## config.mk

```make
export PLATFORM = sky130hd
export DESIGN_NAME = sdc_decoder
export DESIGN_NICKNAME = d
export VERILOG_FILES = /design/src/core/sdc_pkg.sv /design/src/core/sdc_decoder.sv /design/src/core/sdc_fifo.sv
export SDC_FILE = /design/constraint.sdc
export NUM_CORES = 1
export LEC_CHECK = 0
export BUFFER_PORTS_ARGS = -buffer_cell sky130_fd_sc_hd__buf_2
export CORE_ASPECT_RATIO = 1.2
export CORE_MARGIN = 2
export CORE_UTILIZATION = 35
export DETAILED_ROUTE_END_ITERATION = 12
export GPL_TIMING_DRIVEN = 0
export PLACE_DENSITY = 0.6
export SLEW_MARGIN = 20
export SYNTH_ARGS = -nofsm -noshare
export SYNTH_HDL_FRONTEND = slang
export SYNTH_SLANG_ARGS = --single-unit
```

## constraint.sdc

```tcl
create_clock -name clk -period 6.5 [get_ports clk]
set_input_delay 0 -clock clk [delete_from_list [all_inputs] [get_ports clk]]
set_output_delay 0 -clock clk [all_outputs]
set_load 0.02 [all_outputs]
```

## src/core/sdc_pkg.sv

```systemverilog
// Package with the constants shared by the command decoder design.
package sdc_pkg;
   // ************************************************************
   // Geometry
   // ************************************************************
   localparam int BANK_W  = 3;
   localparam int ADDR_W  = 13;
   localparam int NBANKS  = 8;
   localparam int DQ_W    = 16;
   localparam int BYTE_W  = 8;
   localparam int BEAT_W  = 4;
   localparam int AP_BIT  = 10;
   localparam int BC_BIT  = 12;
   localparam int ROW_W   = 13;
   localparam int COL_W   = 10;
   localparam int FIFO_DEPTH = 32;

   // ************************************************************
   // Burst and mode settings
   // ************************************************************
   localparam logic [1:0] BL_FIXED8 = 2'h0;
   localparam logic [1:0] BL_OTF    = 2'h1;
   localparam logic [1:0] BL_FIXED4 = 2'h2;
   localparam logic [3:0] BEATS8    = 4'h8;
   localparam logic [3:0] BEATS4    = 4'h4;
   localparam logic [2:0] MR0_SEL   = 3'h0;
   localparam logic [1:0] MR0_BL_LO = 2'h0;

   // ************************************************************
   // Decoded commands
   // ************************************************************
   typedef enum logic [3:0]
   {
      SDC_CMD_NONE  = 4'h0,
      SDC_CMD_ACT   = 4'h1,
      SDC_CMD_PRE   = 4'h2,
      SDC_CMD_PREA  = 4'h3,
      SDC_CMD_WR    = 4'h4,
      SDC_CMD_RD    = 4'h5,
      SDC_CMD_MRS   = 4'h6,
      SDC_CMD_NOP   = 4'h7,
      SDC_CMD_DES   = 4'h8,
      SDC_CMD_REF   = 4'h9,
      SDC_CMD_SRE   = 4'ha,
      SDC_CMD_SRX   = 4'hb,
      SDC_CMD_PDE   = 4'hc,
      SDC_CMD_PDX   = 4'hd,
      SDC_CMD_ZQL   = 4'he,
      SDC_CMD_ZQS   = 4'hf
   } sdc_cmd_t;

   typedef enum logic [1:0]
   {
      SDC_PW_RUN  = 2'b00,
      SDC_PW_PD   = 2'b01,
      SDC_PW_SR   = 2'b10
   } sdc_pw_t;
endpackage : sdc_pkg

```

## src/core/sdc_decoder.sv

```systemverilog
// Command decoder, bank tracker and masked write path of the DDR memory device.
`timescale 1ns/1ps
`default_nettype none
module sdc_decoder #(
   parameter int DQ_W   = sdc_pkg::DQ_W,
   parameter int BANK_W = sdc_pkg::BANK_W,
   parameter int ADDR_W = sdc_pkg::ADDR_W,
   parameter int DEPTH  = sdc_pkg::FIFO_DEPTH
) (
   input  wire logic                clk,
   input  wire logic                arst_n,
   input  wire logic                cke,
   input  wire logic                cs_n,
   input  wire logic                ras_n,
   input  wire logic                cas_n,
   input  wire logic                we_n,
   input  wire logic [BANK_W-1:0]   bank,
   input  wire logic [ADDR_W-1:0]   addr,
   input  wire logic [DQ_W-1:0]     wdata_rise,
   input  wire logic [DQ_W-1:0]     wdata_fall,
   input  wire logic                low_byte_mask_rise,
   input  wire logic                high_byte_mask_rise,
   input  wire logic                low_byte_mask_fall,
   input  wire logic                high_byte_mask_fall,
   input  wire logic                wr_out_ready,
   output var  logic [DQ_W-1:0]     wr_out_data,
   output var  logic [1:0]          wr_out_strb,
   output var  logic                wr_out_valid,
   output var  logic [3:0]          cmd_code,
   output var  logic                cmd_illegal,
   output var  logic [7:0]          bank_open,
   output var  logic [1:0]          power_state,
   output var  logic                burst_busy,
   output var  logic                burst_is_write,
   output var  logic [3:0]          burst_beat,
   output var  logic [9:0]          burst_col,
   output var  logic [2:0]          burst_bank,
   output var  logic                zq_long,
   output var  logic [1:0]          mode_bl,
   output var  logic                mrs_strobe,
   output var  logic [2:0]          mrs_sel,
   output var  logic [ADDR_W-1:0]   mrs_op,
   output var  logic                fifo_overrun
);
   // ************************************************************
   // Pin synchronisers
   // ************************************************************
   localparam int PW = 5 + BANK_W + ADDR_W + 2 * DQ_W + 4;
   logic [PW-1:0] s1_r;
   logic [PW-1:0] s2_r;
   logic          cke_prev_r;

   // Inputs come from pins: two flops before anything reads them.
   always_ff @(posedge clk or negedge arst_n)
   begin
      if (!arst_n)
      begin
         s1_r <= '0;
         s2_r <= '0;
      end
      else
      begin
         s1_r <= {cke, cs_n, ras_n, cas_n, we_n, bank, addr, wdata_rise, wdata_fall,
                  low_byte_mask_rise, high_byte_mask_rise,
                  low_byte_mask_fall, high_byte_mask_fall};
         s2_r <= s1_r;
      end
   end

   logic              c_cke;
   logic              c_cs_n;
   logic              c_ras_n;
   logic              c_cas_n;
   logic              c_we_n;
   logic [BANK_W-1:0] c_bank;
   logic [ADDR_W-1:0] c_addr;
   logic [DQ_W-1:0]   c_wr;
   logic [DQ_W-1:0]   c_wf;
   logic [3:0]        c_dm;
   assign {c_cke, c_cs_n, c_ras_n, c_cas_n, c_we_n, c_bank, c_addr, c_wr, c_wf, c_dm} = s2_r;

   // The clock enable level one cycle before the command.
   always_ff @(posedge clk or negedge arst_n)
   begin
      if (!arst_n)
      begin
         cke_prev_r <= 1'b0;
      end
      else
      begin
         cke_prev_r <= c_cke;
      end
   end

   // ************************************************************
   // Command decode
   // ************************************************************
   function automatic sdc_pkg::sdc_cmd_t decode(input logic kp, input logic kn,
      input logic cs, input logic ras, input logic cas, input logic we, input logic a10);
      sdc_pkg::sdc_cmd_t c;
      logic nop_des;
      c = sdc_pkg::SDC_CMD_NONE;
      nop_des = cs || (ras && cas && we);
      if (!kp && kn && nop_des)
         c = sdc_pkg::SDC_CMD_PDX;
      else if (kp && !kn && nop_des)
         c = sdc_pkg::SDC_CMD_PDE;
      else if (kp && !kn && !cs && !ras && !cas && we)
         c = sdc_pkg::SDC_CMD_SRE;
      else if (kp && kn)
      begin
         case ({cs, ras, cas, we})
            4'h8, 4'h9, 4'ha, 4'hb, 4'hc, 4'hd, 4'he, 4'hf: c = sdc_pkg::SDC_CMD_DES;
            4'h7: c = sdc_pkg::SDC_CMD_NOP;
            4'h3: c = sdc_pkg::SDC_CMD_ACT;
            4'h2: c = a10 ? sdc_pkg::SDC_CMD_PREA : sdc_pkg::SDC_CMD_PRE;
            4'h4: c = sdc_pkg::SDC_CMD_WR;
            4'h5: c = sdc_pkg::SDC_CMD_RD;
            4'h0: c = sdc_pkg::SDC_CMD_MRS;
            4'h1: c = sdc_pkg::SDC_CMD_REF;
            4'h6: c = a10 ? sdc_pkg::SDC_CMD_ZQL : sdc_pkg::SDC_CMD_ZQS;
            default: c = sdc_pkg::SDC_CMD_NONE;
         endcase
      end
      return c;
   endfunction : decode

   sdc_pkg::sdc_cmd_t cmd;
   assign cmd = decode(cke_prev_r, c_cke, c_cs_n, c_ras_n, c_cas_n, c_we_n,
                       c_addr[sdc_pkg::AP_BIT]);

   logic [sdc_pkg::NBANKS-1:0] open_r;
   logic [sdc_pkg::NBANKS-1:0] close_mask;
   logic                      bank_on;
   logic                      all_idle;
   sdc_pkg::sdc_pw_t          pw_r;
   logic                      busy_r;
   logic                      wr_r;
   logic                      ap_r;
   logic [2:0]                bb_r;
   logic [3:0]                beat_r;
   logic [3:0]                len_r;
   logic [9:0]                col_r;
   logic [1:0]                bl_r;
   logic                      legal;
   logic                      start;

   assign bank_on  = open_r[c_bank];
   assign all_idle = (open_r == '0) && !busy_r;

   always_comb
   begin
      case (cmd)
         sdc_pkg::SDC_CMD_ACT:   legal = !bank_on;
         sdc_pkg::SDC_CMD_WR,
         sdc_pkg::SDC_CMD_RD:    legal = bank_on && !busy_r;
         sdc_pkg::SDC_CMD_MRS,
         sdc_pkg::SDC_CMD_REF,
         sdc_pkg::SDC_CMD_SRE,
         sdc_pkg::SDC_CMD_ZQL,
         sdc_pkg::SDC_CMD_ZQS:   legal = all_idle;
         sdc_pkg::SDC_CMD_PDE:   legal = all_idle;
         sdc_pkg::SDC_CMD_PDX:   legal = (pw_r != sdc_pkg::SDC_PW_RUN);
         default:                legal = 1'b1;
      endcase
   end

   assign start = legal && (cmd == sdc_pkg::SDC_CMD_WR || cmd == sdc_pkg::SDC_CMD_RD);

   // ************************************************************
   // Bank state
   // ************************************************************
   always_comb
   begin
      close_mask = '0;
      if (legal && cmd == sdc_pkg::SDC_CMD_PREA)
         close_mask = '1;
      else if (legal && cmd == sdc_pkg::SDC_CMD_PRE)
         close_mask[c_bank] = 1'b1;
      if (busy_r && ap_r && beat_r == len_r)
         close_mask[bb_r] = 1'b1;
   end

   always_ff @(posedge clk or negedge arst_n)
   begin
      if (!arst_n)
      begin
         open_r <= '0;
      end
      else
      begin
         open_r <= open_r & ~close_mask;
         if (legal && cmd == sdc_pkg::SDC_CMD_ACT)
            open_r[c_bank] <= 1'b1;
      end
   end

   // ************************************************************
   // Power state
   // ************************************************************
   always_ff @(posedge clk or negedge arst_n)
   begin
      if (!arst_n)
      begin
         pw_r <= sdc_pkg::SDC_PW_RUN;
      end
      else if (legal)
      begin
         case (cmd)
            sdc_pkg::SDC_CMD_PDE: pw_r <= sdc_pkg::SDC_PW_PD;
            sdc_pkg::SDC_CMD_SRE: pw_r <= sdc_pkg::SDC_PW_SR;
            sdc_pkg::SDC_CMD_PDX: pw_r <= sdc_pkg::SDC_PW_RUN;
            default:              pw_r <= pw_r;
         endcase
      end
   end

   // ************************************************************
   // Mode register
   // ************************************************************
   always_ff @(posedge clk or negedge arst_n)
   begin
      if (!arst_n)
      begin
         bl_r <= sdc_pkg::BL_FIXED8;
      end
      else if (legal && cmd == sdc_pkg::SDC_CMD_MRS && c_bank == sdc_pkg::MR0_SEL)
      begin
         bl_r <= c_addr[1:0];
      end
   end

   // ************************************************************
   // Burst sequencer
   // ************************************************************
   // Burst length follows the mode; bit twelve matters only in on-the-fly mode.
   function automatic logic [3:0] burst_len(input logic [1:0] mode, input logic bc);
      logic [3:0] n;
      n = sdc_pkg::BEATS8;
      if (mode == sdc_pkg::BL_FIXED4)
         n = sdc_pkg::BEATS4;
      else if (mode == sdc_pkg::BL_OTF)
         n = bc ? sdc_pkg::BEATS8 : sdc_pkg::BEATS4;
      return n;
   endfunction : burst_len

   always_ff @(posedge clk or negedge arst_n)
   begin
      if (!arst_n)
      begin
         busy_r <= 1'b0;
         wr_r   <= 1'b0;
         ap_r   <= 1'b0;
         bb_r   <= '0;
         beat_r <= '0;
         len_r  <= '0;
         col_r  <= '0;
      end
      else if (start)
      begin
         busy_r <= 1'b1;
         wr_r   <= (cmd == sdc_pkg::SDC_CMD_WR);
         ap_r   <= c_addr[sdc_pkg::AP_BIT];
         bb_r   <= c_bank;
         beat_r <= 4'h2;
         len_r  <= burst_len(bl_r, c_addr[sdc_pkg::BC_BIT]);
         col_r  <= c_addr[sdc_pkg::COL_W-1:0];
      end
      else if (busy_r)
      begin
         // Two beats per clock: eight beats take four clocks.
         if (beat_r == len_r)
            busy_r <= 1'b0;
         else
            beat_r <= beat_r + 4'h2;
      end
   end

   // ************************************************************
   // Masked write path
   // ************************************************************
   // Both pin words of a write cycle enter the FIFO together as one entry, so while it has room
   // none is lost; the output side hands them out one at a time, rise first.
   localparam int EW = DQ_W + 2;
   logic [2*EW-1:0] f_in;
   logic            f_ready;
   logic            in_write;
   logic [2*EW-1:0] f_out;
   logic            f_out_valid;
   logic [EW-1:0]   f_word;
   logic            take;
   logic            half_r;
   logic            ovr_r;

   assign in_write = busy_r && wr_r;
   // Strobe bit set means the lane is written; each mask gates only its byte.
   assign f_in     = {~{c_dm[0], c_dm[1]}, c_wf,
                      ~{c_dm[2], c_dm[3]}, c_wr};
   assign f_word   = half_r ? f_out[2*EW-1:EW] : f_out[EW-1:0];
   assign take     = f_out_valid && (!wr_out_valid || wr_out_ready);

   always_ff @(posedge clk or negedge arst_n)
   begin
      if (!arst_n)
      begin
         half_r <= 1'b0;
         ovr_r  <= 1'b0;
      end
      else
      begin
         if (take)
            half_r <= !half_r;
         // The pins cannot be stalled, so a full FIFO drops data and flags it.
         if (in_write && !f_ready)
            ovr_r <= 1'b1;
      end
   end

   sdc_fifo #(
      .WIDTH (2 * EW),
      .DEPTH (DEPTH)
   ) u_fifo (
      .clk       (clk),
      .arst_n    (arst_n),
      .in_data   (f_in),
      .in_valid  (in_write),
      .in_ready  (f_ready),
      .out_data  (f_out),
      .out_valid (f_out_valid),
      .out_ready (take && half_r)
   );

   // ************************************************************
   // Registered outputs
   // ************************************************************
   always_ff @(posedge clk or negedge arst_n)
   begin
      if (!arst_n)
      begin
         wr_out_data    <= '0;
         wr_out_strb    <= '0;
         wr_out_valid   <= 1'b0;
         cmd_code       <= 4'h0;
         cmd_illegal    <= 1'b0;
         bank_open      <= '0;
         power_state    <= 2'h0;
         burst_busy     <= 1'b0;
         burst_is_write <= 1'b0;
         burst_beat     <= '0;
         burst_col      <= '0;
         burst_bank     <= '0;
         zq_long        <= 1'b0;
         mode_bl        <= 2'h0;
         mrs_strobe     <= 1'b0;
         mrs_sel        <= '0;
         mrs_op         <= '0;
         fifo_overrun   <= 1'b0;
      end
      else
      begin
         if (take)
         begin
            wr_out_data  <= f_word[DQ_W-1:0];
            wr_out_strb  <= f_word[EW-1:DQ_W];
            wr_out_valid <= 1'b1;
         end
         else if (wr_out_ready)
         begin
            wr_out_valid <= 1'b0;
         end
         cmd_code       <= legal ? cmd : sdc_pkg::SDC_CMD_NONE;
         cmd_illegal    <= !legal;
         bank_open      <= open_r;
         power_state    <= pw_r;
         burst_busy     <= busy_r;
         burst_is_write <= wr_r;
         burst_beat     <= beat_r;
         burst_col      <= col_r;
         burst_bank     <= bb_r;
         if (legal && cmd == sdc_pkg::SDC_CMD_ZQL)
            zq_long <= 1'b1;
         else if (legal && cmd == sdc_pkg::SDC_CMD_ZQS)
            zq_long <= 1'b0;
         mode_bl        <= bl_r;
         mrs_strobe     <= legal && cmd == sdc_pkg::SDC_CMD_MRS;
         mrs_sel        <= c_bank;
         mrs_op         <= c_addr;
         fifo_overrun   <= ovr_r;
      end
   end
endmodule : sdc_decoder
`default_nettype wire

```

## src/core/sdc_fifo.sv

```systemverilog
// Synchronous FIFO with valid and ready on both sides.
`timescale 1ns/1ps
`default_nettype none
module sdc_fifo #(
   parameter int WIDTH = 16,
   parameter int DEPTH = 32
) (
   input  wire logic             clk,
   input  wire logic             arst_n,
   input  wire logic [WIDTH-1:0] in_data,
   input  wire logic             in_valid,
   output var  logic             in_ready,
   output var  logic [WIDTH-1:0] out_data,
   output var  logic             out_valid,
   input  wire logic             out_ready
);
   localparam int AW = $clog2(DEPTH);
   logic [WIDTH-1:0] mem [DEPTH];
   logic [AW-1:0]    wp_r;
   logic [AW-1:0]    rp_r;
   logic [AW:0]      cnt_r;
   logic             push;
   logic             pop;

   assign in_ready  = (cnt_r != (AW+1)'(DEPTH));
   assign out_valid = (cnt_r != '0);
   assign out_data  = mem[rp_r];
   assign push      = in_valid && in_ready;
   assign pop       = out_valid && out_ready;

   always_ff @(posedge clk)
   begin
      if (push)
      begin
         mem[wp_r] <= in_data;
      end
   end

   always_ff @(posedge clk or negedge arst_n)
   begin
      if (!arst_n)
      begin
         wp_r  <= '0;
         rp_r  <= '0;
         cnt_r <= '0;
      end
      else
      begin
         if (push)
         begin
            wp_r <= (wp_r == AW'(DEPTH-1)) ? '0 : wp_r + 1'b1;
         end
         if (pop)
         begin
            rp_r <= (rp_r == AW'(DEPTH-1)) ? '0 : rp_r + 1'b1;
         end
         cnt_r <= cnt_r + (AW+1)'(push) - (AW+1)'(pop);
      end
   end
endmodule : sdc_fifo
`default_nettype wire

```

; Word-level counts from Yosys, hierarchy flattened
; Memory sizes are Yosys's and may differ from the RTL's.
; Index checks and enable logic that the tools add are counted.
; Widths: inputs -> output; s select.
[totals]
register_bits = 243
ram_bits = 1152
input_bits = 60
wordCells = 183
n_memories = 1
[memory_table]
columns = name, depth, word_bits, rd, rd_ports_with_merged_regs, write_ports, line
row1 = u_fifo.mem, 32, 36, 1, 0, 1, sdc_fifo.sv:18  ; logic [WIDTH-1:0] mem [DEPTH];
[op_classes]
n_addsub = 5
order_cmp = 4
eq_ne = 34
muxes = 38
bitwise_logic = 6
reduce_logical = 59
[ops]
columns = operator, count
row1 = $eq 4x4->1 const B, 14
row2 = $mux 4, 11
row3 = $pmux 4 s9, 1
row4 = $mux 8, 4
row5 = $logic_and 1x1->1, 31
row6 = $eq 4x3->1 const B, 7
row7 = $mux 18, 1
row8 = $eq 4x2->1 const B, 4
row9 = $or 8x8->8, 2
row10 = $mux 1, 14
row11 = $logic_not 1->1, 11
row12 = $add 5x1->5 const B, 2
row13 = $eq 5x5->1 const B, 2
row14 = $mux 5, 2
row15 = $and 8x8->8, 1
row16 = $eq 4x1->1 const B, 2
row17 = $logic_not 8->1, 1
row18 = $lt 3x4->1 const B, 2
row19 = $not 8->8, 1
row20 = $reduce_bool 2->1, 4
row21 = $reduce_or 8->1, 1
row22 = $add 6x1->6, 1
row23 = $demux 1 s3, 2
row24 = $ge 3x1->1 const B, 2
row25 = 19 further kinds, 23

; Logic depth before layout (Yosys ltp)
[depth]
depth_word = 21
mapped_depth = 16
ltp_nobuf = 16

; Cells and area by module
; A second synthesis with hierarchy kept.
[hier_totals]
cells_unflattened = 2501
hier_area_um2 = 51929.8
[modules_own_cells]
columns = module, instances, cells_per_inst, area_each_um2, seq_area_each_um2
row1 = sdc_fifo, 1, 2029, 44657.8, 34993.6
row2 = sdc_decoder, 1, 472, 7272.0, 5580.4

; Worst setup path before layout
; OpenSTA, ideal clock, no wires.
[synth_path]
path_type = reg-to-reg
startpoint = register u_fifo.cnt_r[2]
endpoint = memory u_fifo.mem[31][0] (netlist bit) (enable)
arrival_ns = 3.079
path_slack_ns = 2.992
stages_incl_launch_ff = 9
path_buffers = 1
cell_sequence = dfrtp_1 -> inv_1 -> ha_1 -> and3_1 -> and2_1 -> nor2_1 -> clkbuf_1 -> nand2_1 -> nor2_1
[synth_via]
elab_chain_cells = 4
[synth_rtl]
columns = element, line
row1 = "start, declared", sdc_fifo.sv:21  ; logic [AW:0] cnt_r;
row2 = "start signal, assigned", sdc_fifo.sv:57  ; cnt_r <= cnt_r + (AW+1)'(push) - (AW+1)'(pop);
row3 = $ne 6x6->1, sdc_fifo.sv:25  ; assign in_ready = (cnt_r != (AW+1)'(DEPTH));
row4 = $logic_and 1x1->1, sdc_fifo.sv:28  ; assign push = in_valid && in_ready;
row5 = via u_fifo.push, sdc_fifo.sv:22  ; logic push;
row6 = $mux 1, sdc_fifo.sv:33  ; if (push)
row7 = $mux 1 (implied by the code), sdc_fifo.sv:35  ; mem[wp_r] <= in_data;
row8 = "end, declared", sdc_fifo.sv:18
; The timed path passes the listed nets, and every way through them passes these cells.

; Final worst setup path
[layout_path]
startpoint = register u_fifo.rp_r[0]
endpoint = register wr_out_data[4]
[layout_via]
elab_chain_cells = 2
[layout_rtl]
columns = element, line
row1 = "start, declared", sdc_fifo.sv:20  ; logic [AW-1:0] rp_r;
row2 = "start signal, assigned", sdc_fifo.sv:55  ; rp_r <= (rp_r == AW'(DEPTH-1)) ? '0 : rp_r + 1'b1;
row3 = $mem_v2 32x36, --
row4 = $mux 18, sdc_decoder.sv:299  ; assign f_word = half_r ? f_out[2*EW-1:EW] : f_out[EW-1:0];
row5 = "end signal, assigned", sdc_decoder.sv:363  ; wr_out_data <= f_word[DQ_W-1:0];
row6 = "end, declared", sdc_decoder.sv:26  ; output var logic [DQ_W-1:0] wr_out_data,
; Every way passes these cells.
; A chain may end at the register's enable or synchronous reset.

==> impl_metrics.json <==
{
  "status": "complete, no violations",
  "fin_crit_sh": 0.5678,
  "hpwl_mm": 87.85,
  "fmax_mhz": 271.0,
  "rsz0062_at_grt": "false",
  "grt_overflow": 0,
  "relSlewSlack": 0.2196,
  "max_stage_delay_ps": 580,
  "place.port_buffers": 132,
  "grt_max_degree": 92,
  "worst_slew_pin_slew_ps": 1171,
  "p_clk_frac": 0.340,
  "num-nets-final": 2857,
  "wl_per_cell_um": 27.00,
  "firstDrtPassIters": 7,
  "startpoint_type": "register",
  "cp.buffers_inverters": 3,
  "layout-drive-gt1-share": 0.3062,
  "synth_edf_count": 1152,
  "cts_tree": "yes",
  "max_cap_violations": 0,
  "min_period_ps": 3690,
  "n_fill_cell": 12640,
  "cp_top_family": "multiplexers",
  "io_pins": 134,
  "grt_pass1_vias": 27420,
  "syn-cell-area_sq_um": 52100,
  "seqCellArea_sq_um": 40570,
  "post_cts_buffers": 0,
  "drtIter0Drc": 2544,
  "grt_pass1_wl_mm": 189.9,
  "fin_skew_ps": 41.21,
  "synth.distinct_cells": 63,
  "fp.dieH_um": 426.7,
  "p_leak_uw": 0.02080,
  "finalSetupViolations": 0,
  "met3_usage": 0.03812,
  "numCtsBuffers": 144,
  "drc": 0,
  "sw_frac_of_total": 0.2868,
  "hold_viol": 0,
  "yosys_warnings": 0,
  "syn_inst": 2314,
  "multiInputGateArea_sq_um": 11180,
  "critPathKind": "reg2reg",
  "cts_sinks": 1391,
  "ys.flop_type": "edfxtp_1",
  "routabilityCongestion": 0.8345,
  "area_growth_pct": 21.26,
  "syn_area_per_cell_sq_um": 22.52,
  "clk_pin_slew_ps": 60,
  "p_int_uw": 17740,
  "vias": 25702,
  "wl_mm": 131.3,
  "h-tree-depth": 4,
  "irDropWorstVdd_mv": 0.4563,
  "clk-insertion-delay-late_ps": 790,
  "power.density_nw_per_um2": 393.7,
  "required_ps": 7120,
  "path_cells": "buf_2, clkbuf_1, buf_2, mux4_2, mux4_2, mux2i_1, o221ai_1",
  "rows": 155,
  "critical-path-slowest-cell": "mux4_2",
  "finalPower_uw": 24880,
  "detail-route-antenna-nets": 0,
  "dieArea_sq_um": 152000,
  "root_buffer": "clkbuf_16",
  "grtUsageMet1": 0.2112,
  "setup_tns_ps": 0,
  "endpoint_kind": "register",
  "p_seq_frac": 0.417,
  "hold_class": "in2reg",
  "grt_most_used_layer": "met2",
  "p_sw_uw": 7135,
  "ys_seq_elements": 1391,
  "synth_fp_nets": 2392,
  "antenna_found_initial": 2,
  "slew_violations": 0,
  "pwr-share-comb": 0.244,
  "arrival_ps": 4310,
  "grtUsageTotal": 0.1748,
  "dieWidth_um": 356.2,
  "synthArstFlopShare": 0.1718,
  "initial_core_util": 0.3512,
  "worstPathMaxFanout": 10,
  "grt_use_met2": 0.3050,
  "synth-seq-area-share": 0.7787,
  "vias_per_cell": 5.287,
  "clockBufferDepth": 3,
  "core_area_sq_um": 148400
}
## layer usage
layer  vias up  part of all wire
met5         -          0.000099
met4         2             0.038
met3       261             0.067
met2      1072              0.52
met1     13777              0.38
li1      10590                 -
## worst reg2reg max path, cell delays in order (launching register included)
cell and delay [ps]:
dfrtp_1 390, buf_2 230, clkbuf_1 460, buf_2 560, mux4_2 590, mux4_2 530
mux2i_1 540, o221ai_1 230
## cell usage in the layout, fill, tap and decap left out, types with 12 or more instances in the layout
cell type      Yosys  routed
edfxtp_1        1152    1152
mux4_2           362     362
dfrtp_1          239     239
buf_2             31     176
clkbuf_16          0     147
dlygate4sd3_1      0     117
clkbuf_1          55      79
nand2_1           48      48
nand3_1           42      42
mux2i_1           40      40
buf_12             0      36
nor2_4             0      32
buf_16             0      31
nor2_1            59      27
inv_1             26      26
clkinv_1           0      22
and2_1            18      18
o221ai_1          18      18
a31oi_1           17      17
ha_1              17      17
nand4_1           16      16
clkinv_2           0      15
bufinv_16          0      14
clkbuf_8           0      13
a21oi_1           12      12
o21ai_0           12      12
## state kept, by name, indices dropped and copies added, names as in the netlist, 5 cells and up
| register | flops |
|---|---|
| burst_col | 10 |
| col_r | 10 |
| mrs_op | 13 |
| u_fifo.wp_r | 5 |
| s1_r | 57 |
| open_r | 8 |
| bank_open | 8 |
| u_fifo.mem | 1152 |
| u_fifo.rp_r | 5 |
| wr_out_data | 16 |
| s2_r | 57 |
| u_fifo.cnt_r | 6 |
## power by group through the flow
stage | registers (uW) | clock network [uW] | logic (uW)
2_1_floorplan | 10500 | 0 | 3830
6_report | 10400 | 8450 | 6070
5_1_grt | 10400 | 8970 | 6430
4_1_cts | 10400 | 8610 | 6150
3_5_place_dp | 10500 | 0 | 6080
3_3_place_gp | 10500 | 0 | 5800
## worst paths after layout
path / from / to / cells after the start / slack (ps)
max: u_fifo.rp_r[0] / wr_out_data[4] / 7 / 2810
max reg2reg: u_fifo.rp_r[0] / wr_out_data[4] / 7 / 2810
max in group asynchronous: arst_n / s1_r[13] / 4 / 5630
min in group asynchronous: arst_n / s2_r[30] / 4 / 350
min: wr_out_ready / wr_out_valid / 4 / 330
min reg2reg: s1_r[21] / s2_r[21] / 0 / 330
## what timing repair did
item | in CTS | in global routing
hold endpoints to repair | 297 | 0
hold buffers | 118 | 0
gates resized for setup | 0 | 0
## cell families (layout without fill, tap and decap cells)
group	after synthesis	after routing	share of synthesized area
simple gates	237	237	0.02339
compound gates	107	107	0.01510
other cells	1	3	0.00007197
flops	1391	1391	0.7787
fa+ha+maj	18	18	0.004466
xor+xnor	10	10	0.001681
buf+inv	143	726	0.01126
mux	407	407	0.1653
## synthesized netlist by cell type (18+ instances only)
master | instances | area [sq um]
nand3_1 | 42 | 210.2
buf_2 | 31 | 155.2
and2_1 | 18 | 112.6
mux2i_1 | 40 | 400.4
clkbuf_1 | 55 | 206.5
mux4_2 | 362 | 8153
nand2_1 | 48 | 180.2
dfrtp_1 | 239 | 5981
buf_1 | 28 | 105.1
nor2_1 | 59 | 221.5
o221ai_1 | 18 | 157.7
edfxtp_1 | 1152 | 34590
inv_1 | 26 | 97.59
## cell type report
cell class,instances,area share
well taps,1962,0.03885
multi-input cells,780,0.1770
inverters,26,0.001545
plain buffers,117,0.008139
flip-flops and latches,1391,0.6422
repair buffers,319,0.05472
clock buffers,187,0.06266
clock inverters,77,0.01485
diodes,2,0.00007921
## metrics by stage
step / setup WS (ps) / instances / instance area, sq um / hold slack (ps) / util
2_1_floorplan: 2992 / 2314 / 52100 / -295.6 / -
3_3_place_gp: 467.6 / 4408 / 55220 / 108.3 / 0.3722
3_5_place_dp: 2788 / 4475 / 57050 / 72.90 / 0.3845
4_1_cts: 2795 / 4857 / 63150 / 279.3 / 0.4256
5_1_grt: 2612 / 4860 / 63180 / 345.4 / 0.4259
6_report: 2810 / 4861 / 63180 / 327.8 / 0.4259
(Power assumes the default switching activity.)
